[config.mk]
export PLATFORM = sky130hd
export DESIGN_NAME = qdb_ctrl_flat
export DESIGN_NICKNAME = d
export VERILOG_FILES = /design/src/qdb_pkg.sv /design/src/qdb_if.sv /design/src/qdb_buf2.sv /design/src/qdb_ctrl.sv /design/src/flat_wrapper.sv
export SDC_FILE = /design/constraint.sdc
export NUM_CORES = 1
export LEC_CHECK = 0
export BUFFER_PORTS_ARGS = -buffer_cell sky130_fd_sc_hd__buf_4
export CORE_UTILIZATION = 60
export CTS_CLUSTER_DIAMETER = 80
export DETAILED_ROUTE_END_ITERATION = 6
export PLACE_DENSITY = 0.83
export SYNTH_ARGS = -nofsm -noshare
export SYNTH_HDL_FRONTEND = slang
export SYNTH_SLANG_ARGS = --single-unit
[constraint.sdc]
create_clock -name clk_sys -period 6.1 [get_ports clk_sys]
set_clock_uncertainty 0.2 [all_clocks]
set_input_delay 0.305 -clock clk_sys [delete_from_list [all_inputs] [get_ports clk_sys]]
set_output_delay 0.305 -clock clk_sys [all_outputs]
set_load 0.01 [all_outputs]
[src/qdb_pkg.sv]
package qdb_pkg;

    // Clocking: the controller divides the system clock down to the link clock
    localparam int SYS_CLK_PERIOD_NS  = 100;
    localparam int LINK_CLK_PERIOD_NS = 800;
    localparam int LINK_DIV           = LINK_CLK_PERIOD_NS / SYS_CLK_PERIOD_NS;
    localparam int LINK_HALF          = LINK_DIV / 2;
    localparam int LINK_QTR           = LINK_DIV / 4;
    localparam int LINK_CNT_W         = $clog2(LINK_DIV);

    // Burst shape
    localparam int         BURST_LEN  = 4;
    localparam int         BEAT_W     = 2;
    localparam logic [1:0] BEAT_FIRST = 2'h0;
    localparam logic [1:0] BEAT_LAST  = 2'h3;

    // Default geometry: 8-bit data, 4-bit nybble lanes
    localparam int DEF_AW = 6;
    localparam int DEF_DW = 8;
    localparam int DEF_LW = 4;

    // Buffer
    localparam int BUF_DEPTH = 2;

    typedef enum logic [1:0] {
        CT_IDLE,
        CT_ISSUED,
        CT_WRITE,
        CT_READ
    } qdb_ctl_state_e;

endpackage

[src/qdb_if.sv]
`timescale 1ns/1ps
interface qdb_if #(
    parameter int AW = qdb_pkg::DEF_AW,
    parameter int DW = qdb_pkg::DEF_DW,
    parameter int LW = qdb_pkg::DEF_LW
);
    localparam int ML = DW / LW;

    logic          in_clk;
    logic          in_clk_n;
    logic          out_clk;
    logic          out_clk_n;
    logic          rd_sel_n;
    logic          wr_sel_n;
    logic          dll_off_n;
    logic [AW-1:0] sync_address_in;
    logic [DW-1:0] write_data_in;
    logic [ML-1:0] nybble_lane_mask_n;
    logic [DW-1:0] read_data_out;
    logic          echo_strobe;
    logic          echo_strobe_n;

    modport dev (
        input  in_clk,
        input  in_clk_n,
        input  out_clk,
        input  out_clk_n,
        input  rd_sel_n,
        input  wr_sel_n,
        input  dll_off_n,
        input  sync_address_in,
        input  write_data_in,
        input  nybble_lane_mask_n,
        output read_data_out,
        output echo_strobe,
        output echo_strobe_n
    );

    modport ctl (
        output in_clk,
        output in_clk_n,
        output out_clk,
        output out_clk_n,
        output rd_sel_n,
        output wr_sel_n,
        output dll_off_n,
        output sync_address_in,
        output write_data_in,
        output nybble_lane_mask_n,
        input  read_data_out,
        input  echo_strobe,
        input  echo_strobe_n
    );
endinterface

[src/qdb_buf2.sv]
`timescale 1ns/1ps
module qdb_buf2 #(
    parameter int W = qdb_pkg::DEF_DW
) (
    // System
    input  wire logic         clk_sys,
    input  wire logic         nrst,
    // Fill side
    input  wire logic         in_valid,
    output logic              in_ready,
    input  wire logic [W-1:0] in_data,
    // Drain side
    output logic              out_valid,
    input  wire logic         out_ready,
    output logic [W-1:0]      out_data
);
    logic [1:0]   cnt_q;
    logic [W-1:0] slot0_q;
    logic [W-1:0] slot1_q;
    logic         push;
    logic         pop;

    assign in_ready  = (cnt_q != 2'(qdb_pkg::BUF_DEPTH));
    assign out_valid = (cnt_q != 2'h0);
    assign out_data  = slot0_q;
    assign push      = in_valid & in_ready;
    assign pop       = out_valid & out_ready;

    always_ff @(posedge clk_sys or negedge nrst) begin
        if (!nrst) begin
            cnt_q <= 2'h0;
        end else begin
            cnt_q <= cnt_q + {1'b0, push} - {1'b0, pop};
        end
    end

    always_ff @(posedge clk_sys or negedge nrst) begin
        if (!nrst) begin
            slot0_q <= '0;
            slot1_q <= '0;
        end else begin
            if (pop) begin
                if (cnt_q == 2'h2) begin
                    slot0_q <= slot1_q;
                end else if (push) begin
                    slot0_q <= in_data;
                end
            end else if (push) begin
                if (cnt_q == 2'h0) begin
                    slot0_q <= in_data;
                end else begin
                    slot1_q <= in_data;
                end
            end
        end
    end
endmodule

[src/qdb_ctrl.sv]
`timescale 1ns/1ps
module qdb_ctrl #(
    parameter int AW            = qdb_pkg::DEF_AW,
    parameter int DW            = qdb_pkg::DEF_DW,
    parameter int LW            = qdb_pkg::DEF_LW,
    parameter bit OUT_CLK_TIED  = 1'b0
) (
    // System
    input  wire logic                              clk_sys,
    input  wire logic                              nrst,
    // Link
    qdb_if.ctl                                     lnk,
    // Command
    input  wire logic                              cmd_valid,
    output logic                                   cmd_ready,
    input  wire logic                              cmd_write,
    input  wire logic [AW-1:0]                     cmd_addr,
    input  wire logic [qdb_pkg::BURST_LEN*DW-1:0]  cmd_wdata,
    input  wire logic [qdb_pkg::BURST_LEN*DW/LW-1:0] cmd_mask_n,
    // Read return
    output logic                                   rd_valid,
    input  wire logic                              rd_ready,
    output logic [DW-1:0]                          rd_data,
    // Control
    input  wire logic                              dll_enable
);
    localparam int ML = DW / LW;
    localparam int CW = qdb_pkg::LINK_CNT_W;

    logic [CW-1:0] cnt_q;
    logic          tick_q1;
    logic          tick_q3;
    logic          kq;

    qdb_pkg::qdb_ctl_state_e state_q;
    logic                          is_wr_q;
    logic [2:0]                    beat_q;
    logic [qdb_pkg::BURST_LEN*DW-1:0] wbuf_q;
    logic [qdb_pkg::BURST_LEN*ML-1:0] mbuf_q;

    logic [DW+1:0] e1_q;
    logic [DW+1:0] e2_q;
    logic          es_p_q;
    logic          esn_p_q;
    logic          echo_edge;
    logic [DW-1:0] hold_q [0:qdb_pkg::BURST_LEN-1];
    logic [1:0]    cap_idx_q;
    logic [2:0]    unl_left_q;
    logic [1:0]    unl_ptr_q;
    logic          buf_in_ready;

    // Link clock divider; data moves at quarter points, clear of both edges
    assign tick_q1 = (cnt_q == CW'(qdb_pkg::LINK_QTR));
    assign tick_q3 = (cnt_q == CW'(qdb_pkg::LINK_DIV - qdb_pkg::LINK_QTR));
    assign kq      = (cnt_q < CW'(qdb_pkg::LINK_HALF));

    always_ff @(posedge clk_sys or negedge nrst) begin
        if (!nrst) begin
            cnt_q         <= '0;
            lnk.in_clk    <= 1'b0;
            lnk.in_clk_n  <= 1'b1;
            lnk.out_clk   <= 1'b1;
            lnk.out_clk_n <= 1'b1;
            lnk.dll_off_n <= 1'b0;
        end else begin
            cnt_q         <= (cnt_q == CW'(qdb_pkg::LINK_DIV - 1)) ? '0 : cnt_q + CW'(1);
            lnk.in_clk    <= kq;
            lnk.in_clk_n  <= ~kq;
            lnk.out_clk   <= OUT_CLK_TIED ? 1'b1 : lnk.in_clk;
            lnk.out_clk_n <= OUT_CLK_TIED ? 1'b1 : lnk.in_clk_n;
            lnk.dll_off_n <= dll_enable;
        end
    end

    // At most one command per four link periods keeps the device's ignore window clear
    assign cmd_ready = (state_q == qdb_pkg::CT_IDLE) && tick_q3 && (unl_left_q == 3'h0);

    always_ff @(posedge clk_sys or negedge nrst) begin
        if (!nrst) begin
            state_q                <= qdb_pkg::CT_IDLE;
            is_wr_q                <= 1'b0;
            beat_q                 <= 3'h0;
            wbuf_q                 <= '0;
            mbuf_q                 <= '1;
            lnk.rd_sel_n           <= 1'b1;
            lnk.wr_sel_n           <= 1'b1;
            lnk.sync_address_in    <= '0;
            lnk.write_data_in      <= '0;
            lnk.nybble_lane_mask_n <= '1;
        end else begin
            unique case (state_q)
                qdb_pkg::CT_IDLE: begin
                    if (cmd_valid && cmd_ready) begin
                        lnk.rd_sel_n        <= cmd_write;
                        lnk.wr_sel_n        <= ~cmd_write;
                        lnk.sync_address_in <= cmd_addr;
                        is_wr_q             <= cmd_write;
                        wbuf_q              <= cmd_wdata;
                        mbuf_q              <= cmd_mask_n;
                        state_q             <= qdb_pkg::CT_ISSUED;
                    end
                end
                qdb_pkg::CT_ISSUED: begin
                    if (tick_q3) begin
                        lnk.rd_sel_n <= 1'b1;
                        lnk.wr_sel_n <= 1'b1;
                        if (is_wr_q) begin
                            lnk.write_data_in      <= wbuf_q[0 +: DW];
                            lnk.nybble_lane_mask_n <= mbuf_q[0 +: ML];
                            beat_q                 <= 3'h1;
                            state_q                <= qdb_pkg::CT_WRITE;
                        end else begin
                            state_q <= qdb_pkg::CT_READ;
                        end
                    end
                end
                qdb_pkg::CT_WRITE: begin
                    if (beat_q == 3'(qdb_pkg::BURST_LEN)) begin
                        if (tick_q3) begin
                            lnk.nybble_lane_mask_n <= '1;
                            state_q                <= qdb_pkg::CT_IDLE;
                        end
                    end else if (beat_q[0] ? tick_q1 : tick_q3) begin
                        lnk.write_data_in      <= wbuf_q[beat_q[1:0]*DW +: DW];
                        lnk.nybble_lane_mask_n <= mbuf_q[beat_q[1:0]*ML +: ML];
                        beat_q                 <= beat_q + 3'h1;
                    end
                end
                qdb_pkg::CT_READ: begin
                    if (echo_edge && cap_idx_q == qdb_pkg::BEAT_LAST) begin
                        state_q <= qdb_pkg::CT_IDLE;
                    end
                end
            endcase
        end
    end

    // Returned data and echo strobes cross in through two flops
    always_ff @(posedge clk_sys or negedge nrst) begin
        if (!nrst) begin
            e1_q    <= '0;
            e2_q    <= '0;
            es_p_q  <= 1'b0;
            esn_p_q <= 1'b0;
        end else begin
            e1_q    <= {lnk.echo_strobe, lnk.echo_strobe_n, lnk.read_data_out};
            e2_q    <= e1_q;
            es_p_q  <= e2_q[DW+1];
            esn_p_q <= e2_q[DW];
        end
    end

    assign echo_edge = (state_q == qdb_pkg::CT_READ) && ((e2_q[DW+1] & ~es_p_q) | (e2_q[DW] & ~esn_p_q));

    // Whole burst is held, then fed to the buffer only as it accepts
    always_ff @(posedge clk_sys or negedge nrst) begin
        if (!nrst) begin
            cap_idx_q  <= qdb_pkg::BEAT_FIRST;
            unl_left_q <= 3'h0;
            unl_ptr_q  <= 2'h0;
            for (int i = 0; i < qdb_pkg::BURST_LEN; i++) begin
                hold_q[i] <= '0;
            end
        end else begin
            if (echo_edge) begin
                hold_q[cap_idx_q] <= e2_q[DW-1:0];
                cap_idx_q         <= cap_idx_q + 2'h1;
                if (cap_idx_q == qdb_pkg::BEAT_LAST) begin
                    unl_left_q <= 3'(qdb_pkg::BURST_LEN);
                    unl_ptr_q  <= 2'h0;
                end
            end else if (unl_left_q != 3'h0 && buf_in_ready) begin
                unl_left_q <= unl_left_q - 3'h1;
                unl_ptr_q  <= unl_ptr_q + 2'h1;
            end
        end
    end

    qdb_buf2 #(
        .W (DW)
    ) u_rd_buf (
        .clk_sys   (clk_sys),
        .nrst      (nrst),
        .in_valid  (unl_left_q != 3'h0),
        .in_ready  (buf_in_ready),
        .in_data   (hold_q[unl_ptr_q]),
        .out_valid (rd_valid),
        .out_ready (rd_ready),
        .out_data  (rd_data)
    );
endmodule

[src/flat_wrapper.sv]
// flat-port wrapper written by rule: the top's interface ports become plain ports
module qdb_ctrl_flat 
#(
    parameter int AW            = qdb_pkg::DEF_AW,
    parameter int DW            = qdb_pkg::DEF_DW,
    parameter int LW            = qdb_pkg::DEF_LW,
    parameter bit OUT_CLK_TIED  = 1'b0
)
  (clk_sys, nrst, cmd_valid, cmd_ready, cmd_write, cmd_addr, cmd_wdata, cmd_mask_n, rd_valid, rd_ready, rd_data, dll_enable, lnk_in_clk, lnk_in_clk_n, lnk_out_clk, lnk_out_clk_n, lnk_rd_sel_n, lnk_wr_sel_n, lnk_dll_off_n, lnk_sync_address_in, lnk_write_data_in, lnk_nybble_lane_mask_n, lnk_read_data_out, lnk_echo_strobe, lnk_echo_strobe_n);
  qdb_if #(.AW(AW), .DW(DW), .LW(LW)) lnk_i ();
  input  wire logic clk_sys;
  input  wire logic nrst;
  input  wire logic cmd_valid;
  output logic cmd_ready;
  input  wire logic cmd_write;
  input  wire logic [AW-1:0] cmd_addr;
  input  wire logic [qdb_pkg::BURST_LEN*DW-1:0] cmd_wdata;
  input  wire logic [qdb_pkg::BURST_LEN*DW/LW-1:0] cmd_mask_n;
  output logic rd_valid;
  input  wire logic rd_ready;
  output logic [DW-1:0] rd_data;
  input  wire logic dll_enable;
  output wire logic [$bits(lnk_i.in_clk)-1:0] lnk_in_clk;
  output wire logic [$bits(lnk_i.in_clk_n)-1:0] lnk_in_clk_n;
  output wire logic [$bits(lnk_i.out_clk)-1:0] lnk_out_clk;
  output wire logic [$bits(lnk_i.out_clk_n)-1:0] lnk_out_clk_n;
  output wire logic [$bits(lnk_i.rd_sel_n)-1:0] lnk_rd_sel_n;
  output wire logic [$bits(lnk_i.wr_sel_n)-1:0] lnk_wr_sel_n;
  output wire logic [$bits(lnk_i.dll_off_n)-1:0] lnk_dll_off_n;
  output wire logic [$bits(lnk_i.sync_address_in)-1:0] lnk_sync_address_in;
  output wire logic [$bits(lnk_i.write_data_in)-1:0] lnk_write_data_in;
  output wire logic [$bits(lnk_i.nybble_lane_mask_n)-1:0] lnk_nybble_lane_mask_n;
  input wire logic [$bits(lnk_i.read_data_out)-1:0] lnk_read_data_out;
  input wire logic [$bits(lnk_i.echo_strobe)-1:0] lnk_echo_strobe;
  input wire logic [$bits(lnk_i.echo_strobe_n)-1:0] lnk_echo_strobe_n;
  assign lnk_in_clk = lnk_i.in_clk;
  assign lnk_in_clk_n = lnk_i.in_clk_n;
  assign lnk_out_clk = lnk_i.out_clk;
  assign lnk_out_clk_n = lnk_i.out_clk_n;
  assign lnk_rd_sel_n = lnk_i.rd_sel_n;
  assign lnk_wr_sel_n = lnk_i.wr_sel_n;
  assign lnk_dll_off_n = lnk_i.dll_off_n;
  assign lnk_sync_address_in = lnk_i.sync_address_in;
  assign lnk_write_data_in = lnk_i.write_data_in;
  assign lnk_nybble_lane_mask_n = lnk_i.nybble_lane_mask_n;
  assign lnk_i.read_data_out = lnk_read_data_out;
  assign lnk_i.echo_strobe = lnk_echo_strobe;
  assign lnk_i.echo_strobe_n = lnk_echo_strobe_n;
  qdb_ctrl #(.AW(AW), .DW(DW), .LW(LW), .OUT_CLK_TIED(OUT_CLK_TIED)) u_core (.clk_sys(clk_sys), .nrst(nrst), .lnk(lnk_i), .cmd_valid(cmd_valid), .cmd_ready(cmd_ready), .cmd_write(cmd_write), .cmd_addr(cmd_addr), .cmd_wdata(cmd_wdata), .cmd_mask_n(cmd_mask_n), .rd_valid(rd_valid), .rd_ready(rd_ready), .rd_data(rd_data), .dll_enable(dll_enable));
endmodule
==> metrics.txt <==
DR top layer=met4; die area=0.0114 sq mm; Post-DP Area=0.00736 sq mm; worst-path fanout max=16; # diodes=0; top cells by instance count after synthesis=136 x dfrtp_1, 102 x mux2_2, 23 x o21ai_0; metal2 WL=roughly 7.5 mm; Layout area overhead=29.1%; fill cell count=576; number of I/O pins=95; TritonCTS Sinks=151; register area share after synthesis=57.4%; first-pass GRT wire length=between 20 and 25 mm; Peak VDD IR=between 0.3 and 0.4 mV; Via Count=~4400; Final Util=around four fifths; GRT overflow=0; worst setup path category=reg2reg; Synth top area share=51.5%; die width=107 um; Routed Antenna Nets=0; Top FF cell, synth=dfrtp_1; H-Tree Depth=4; Net Count, Synth=approximately 550; Clock Tree Root=clkbuf_8; Tcrit/Tclk final=roughly 45%; met1 WL=approximately 6 mm; Nets=between 700 and 800; CTS tree=built; RSZ-0062 raised after global routing=false; synthesis warning total=0; Leakage=between 4 and 5 nW; Cell Rows=37; vias in the first global route=4824; flop and latch count out of synthesis=around 150; fin crit period=between 2 and 3 ns; Die Y=107 um; Mapped Avg Cell Area=around 14 sq um; top-count cell post-synth=dfrtp_1; Synth cell types=54; run status=complete, no violations; power per cell area=477 mW/mm^2; detailed placer's ending HPWL=8.60 mm; Slew Limit Fails=0; Setup WS pre-CTS=3.37 ns; Critical Path RT=~6.3 ns; Post-Syn Area=0.00661 sq mm; gr usage total=between 20% and 30%; CP delay by family, top=simple AND/OR/NAND/NOR gates; core area=about 0.011 sq mm; slowest stage delay, CP=~0.45 ns; slowest CP cell=o32a_1; Num CTS Buffers=17; Post-synth EDFFs=0; Max-slew headroom=about two fifths; Design Area, Final=~0.0085 sq mm; total chip power=~4.1 mW; drt first pass iters=5; largest net degree at the start of global routing=79; Fin. Hold Viols=0; Iter 0 DRT Violations=~170; post-synth top area cell=dfrtp_1; Min-Delay Path Class=in2reg; clk_lat worst skew=0.53 ns; I/O Buffers=94; initial core utilization=a little over three fifths; Total Wirelength=14.6 mm; TNS Setup=0 ns; Async SR Flop Fraction=100%; clock-pin transition on the worst setup and hold timing paths=about 0.060 ns; Buffers & Inverters on Critical Path=2; Final WS setup=~3.4 ns; Max Fclk=~360 MHz; startpoint types=flip-flop; DR WL/cell=between 15 and 20 um; Max Cap Violations=0; Post-Syn Instances=around 470; Longest Clk Path Bufs=2; Cell Chain, Critical Path=inv_1 > ha_1 > nor2b_2 > nor2_1 > inv_1 > ha_1 > or2_2 > o32a_1 > nand2_1 > o21ai_0; ratio of cells with drive above 1 in the final layout=41.8%; GP Congestion=approximately 0.76; Finish-stage setup viols=0; Slew @ Worst Pin=between 0.9 and 1 ns; CP arrival=between 2 and 3 ns; Synth area leaders=dfrtp_1 51%, mux2_2 17%, dfstp_2 6.0%; CP endpoint kind=flip-flop; met3 WL=594 um; drt via density=5.62; drt drc=0; initial antenna violation count=0
flip-flops by register name, summed over array words and instances (netlist names), 2 cells and up:
register                       cells
u_core.hold_q                     32
u_core.wbuf_q                     32
u_core.e1_q                       10
u_core.e2_q                       10
u_core.lnk.write_data_in           8
u_core.mbuf_q                      8
u_core.u_rd_buf.out_data           8
u_core.u_rd_buf.slot1_q            8
u_core.lnk.sync_address_in         6
u_core.beat_q                      3
u_core.cnt_q                       3
u_core.unl_left_q                  3
u_core.cap_idx_q                   2
u_core.lnk.nybble_lane_mask_n      2
u_core.state_q                     2
u_core.u_rd_buf.cnt_q              2
u_core.unl_ptr_q                   2
report_power, final:
| part | internal, mW | switching (mW) | leakage (nW) | total, mW |
|---|---|---|---|---|
| logic | 0.754 | 0.631 | 1.90 | 1.38 |
| registers | 1.40 | 0.263 | 1.87 | 1.66 |
| clock network | 0.652 | 0.380 | 0.288 | 1.03 |
| total | 2.80 | 1.27 | 4.06 | 4.08 |
worst min-delay path: cells and delay by family:
family	cells	cell delay, ns
simple gates	1	0.07
buf+inv	1	0.12
mux	1	0.22
per-stage QoR:
step	hold WS, ns	std cells
floorplan	-0.191	472
global placement	0.132	685
detailed placement	0.135	685
CTS	0.0114	775
global route	0.0244	775
finish	0.0240	775
worst paths after layout:
check,start,to,slack [ns],depth (start not counted)
setup / recovery,u_core.unl_left_q[0],u_core.u_rd_buf.out_data[4],3.36,10
hold / removal,rd_ready,u_core.u_rd_buf.slot1_q[7],0.02,3
setup reg to reg,u_core.unl_left_q[0],u_core.u_rd_buf.out_data[4],3.36,10
hold reg to reg,u_core.e1_q[5],u_core.e2_q[5],0.15,0
max in group asynchronous,nrst,u_core.e1_q[2],4.15,3
min in group asynchronous,nrst,u_core.lnk.dll_off_n,0.16,2
layout by cell type, fill, tap and decap left out, types with 4 or more instances in the layout:
cell type	instances
mux2_2	102
mux2i_1	14
dfrtp_1	136
a21oi_1	16
inv_1	21
dlygate4sd3_1	59
clkbuf_16	16
buf_4	95
nor2_1	8
o22ai_1	10
o21ai_0	23
nand3b_1	8
mux4_2	9
dfstp_2	15
nor2b_1	5
nand2_1	16
ha_1	19
clkbuf_8	4
per-layer routing:
layer | vias to the layer above | track usage (%)
li1 | 1985 | -
met1 | 2219 | 34.9
met2 | 124 | 48.3
met3 | 28 | 6.57
met4 | 0 | 12.4
met5 | - | 0
cell type report:
type | count | area, sq um | area share, %
flip-flops and latches | 151 | 3800 | 44.5
multi-input cells | 280 | 2580 | 30.3
repair buffers | 155 | 1320 | 15.4
clock buffers | 23 | 467 | 5.47
well taps | 136 | 170 | 1.99
clock inverters | 8 | 121 | 1.42
inverters | 22 | 82.6 | 0.967
what timing repair did:
| item | in CTS | in global routing |
|---|---|---|
| setup buffers | 0 | 0 |
| hold endpoints to repair | 122 | 0 |
| hold buffers | 59 | 0 |
| gates resized for setup | 0 | 0 |
logic make-up after synthesis:
| kind of cell | share of synthesized area, % |
|---|---|
| flops | 57.4 |
| mux | 22.7 |
| compound gates | 6.60 |
| simple gates | 5.62 |
| buf+inv | 3.50 |
| fa+ha+maj | 3.60 |
| xor+xnor | 0.530 |
Note: power is estimated with default switching activity, not from simulation.
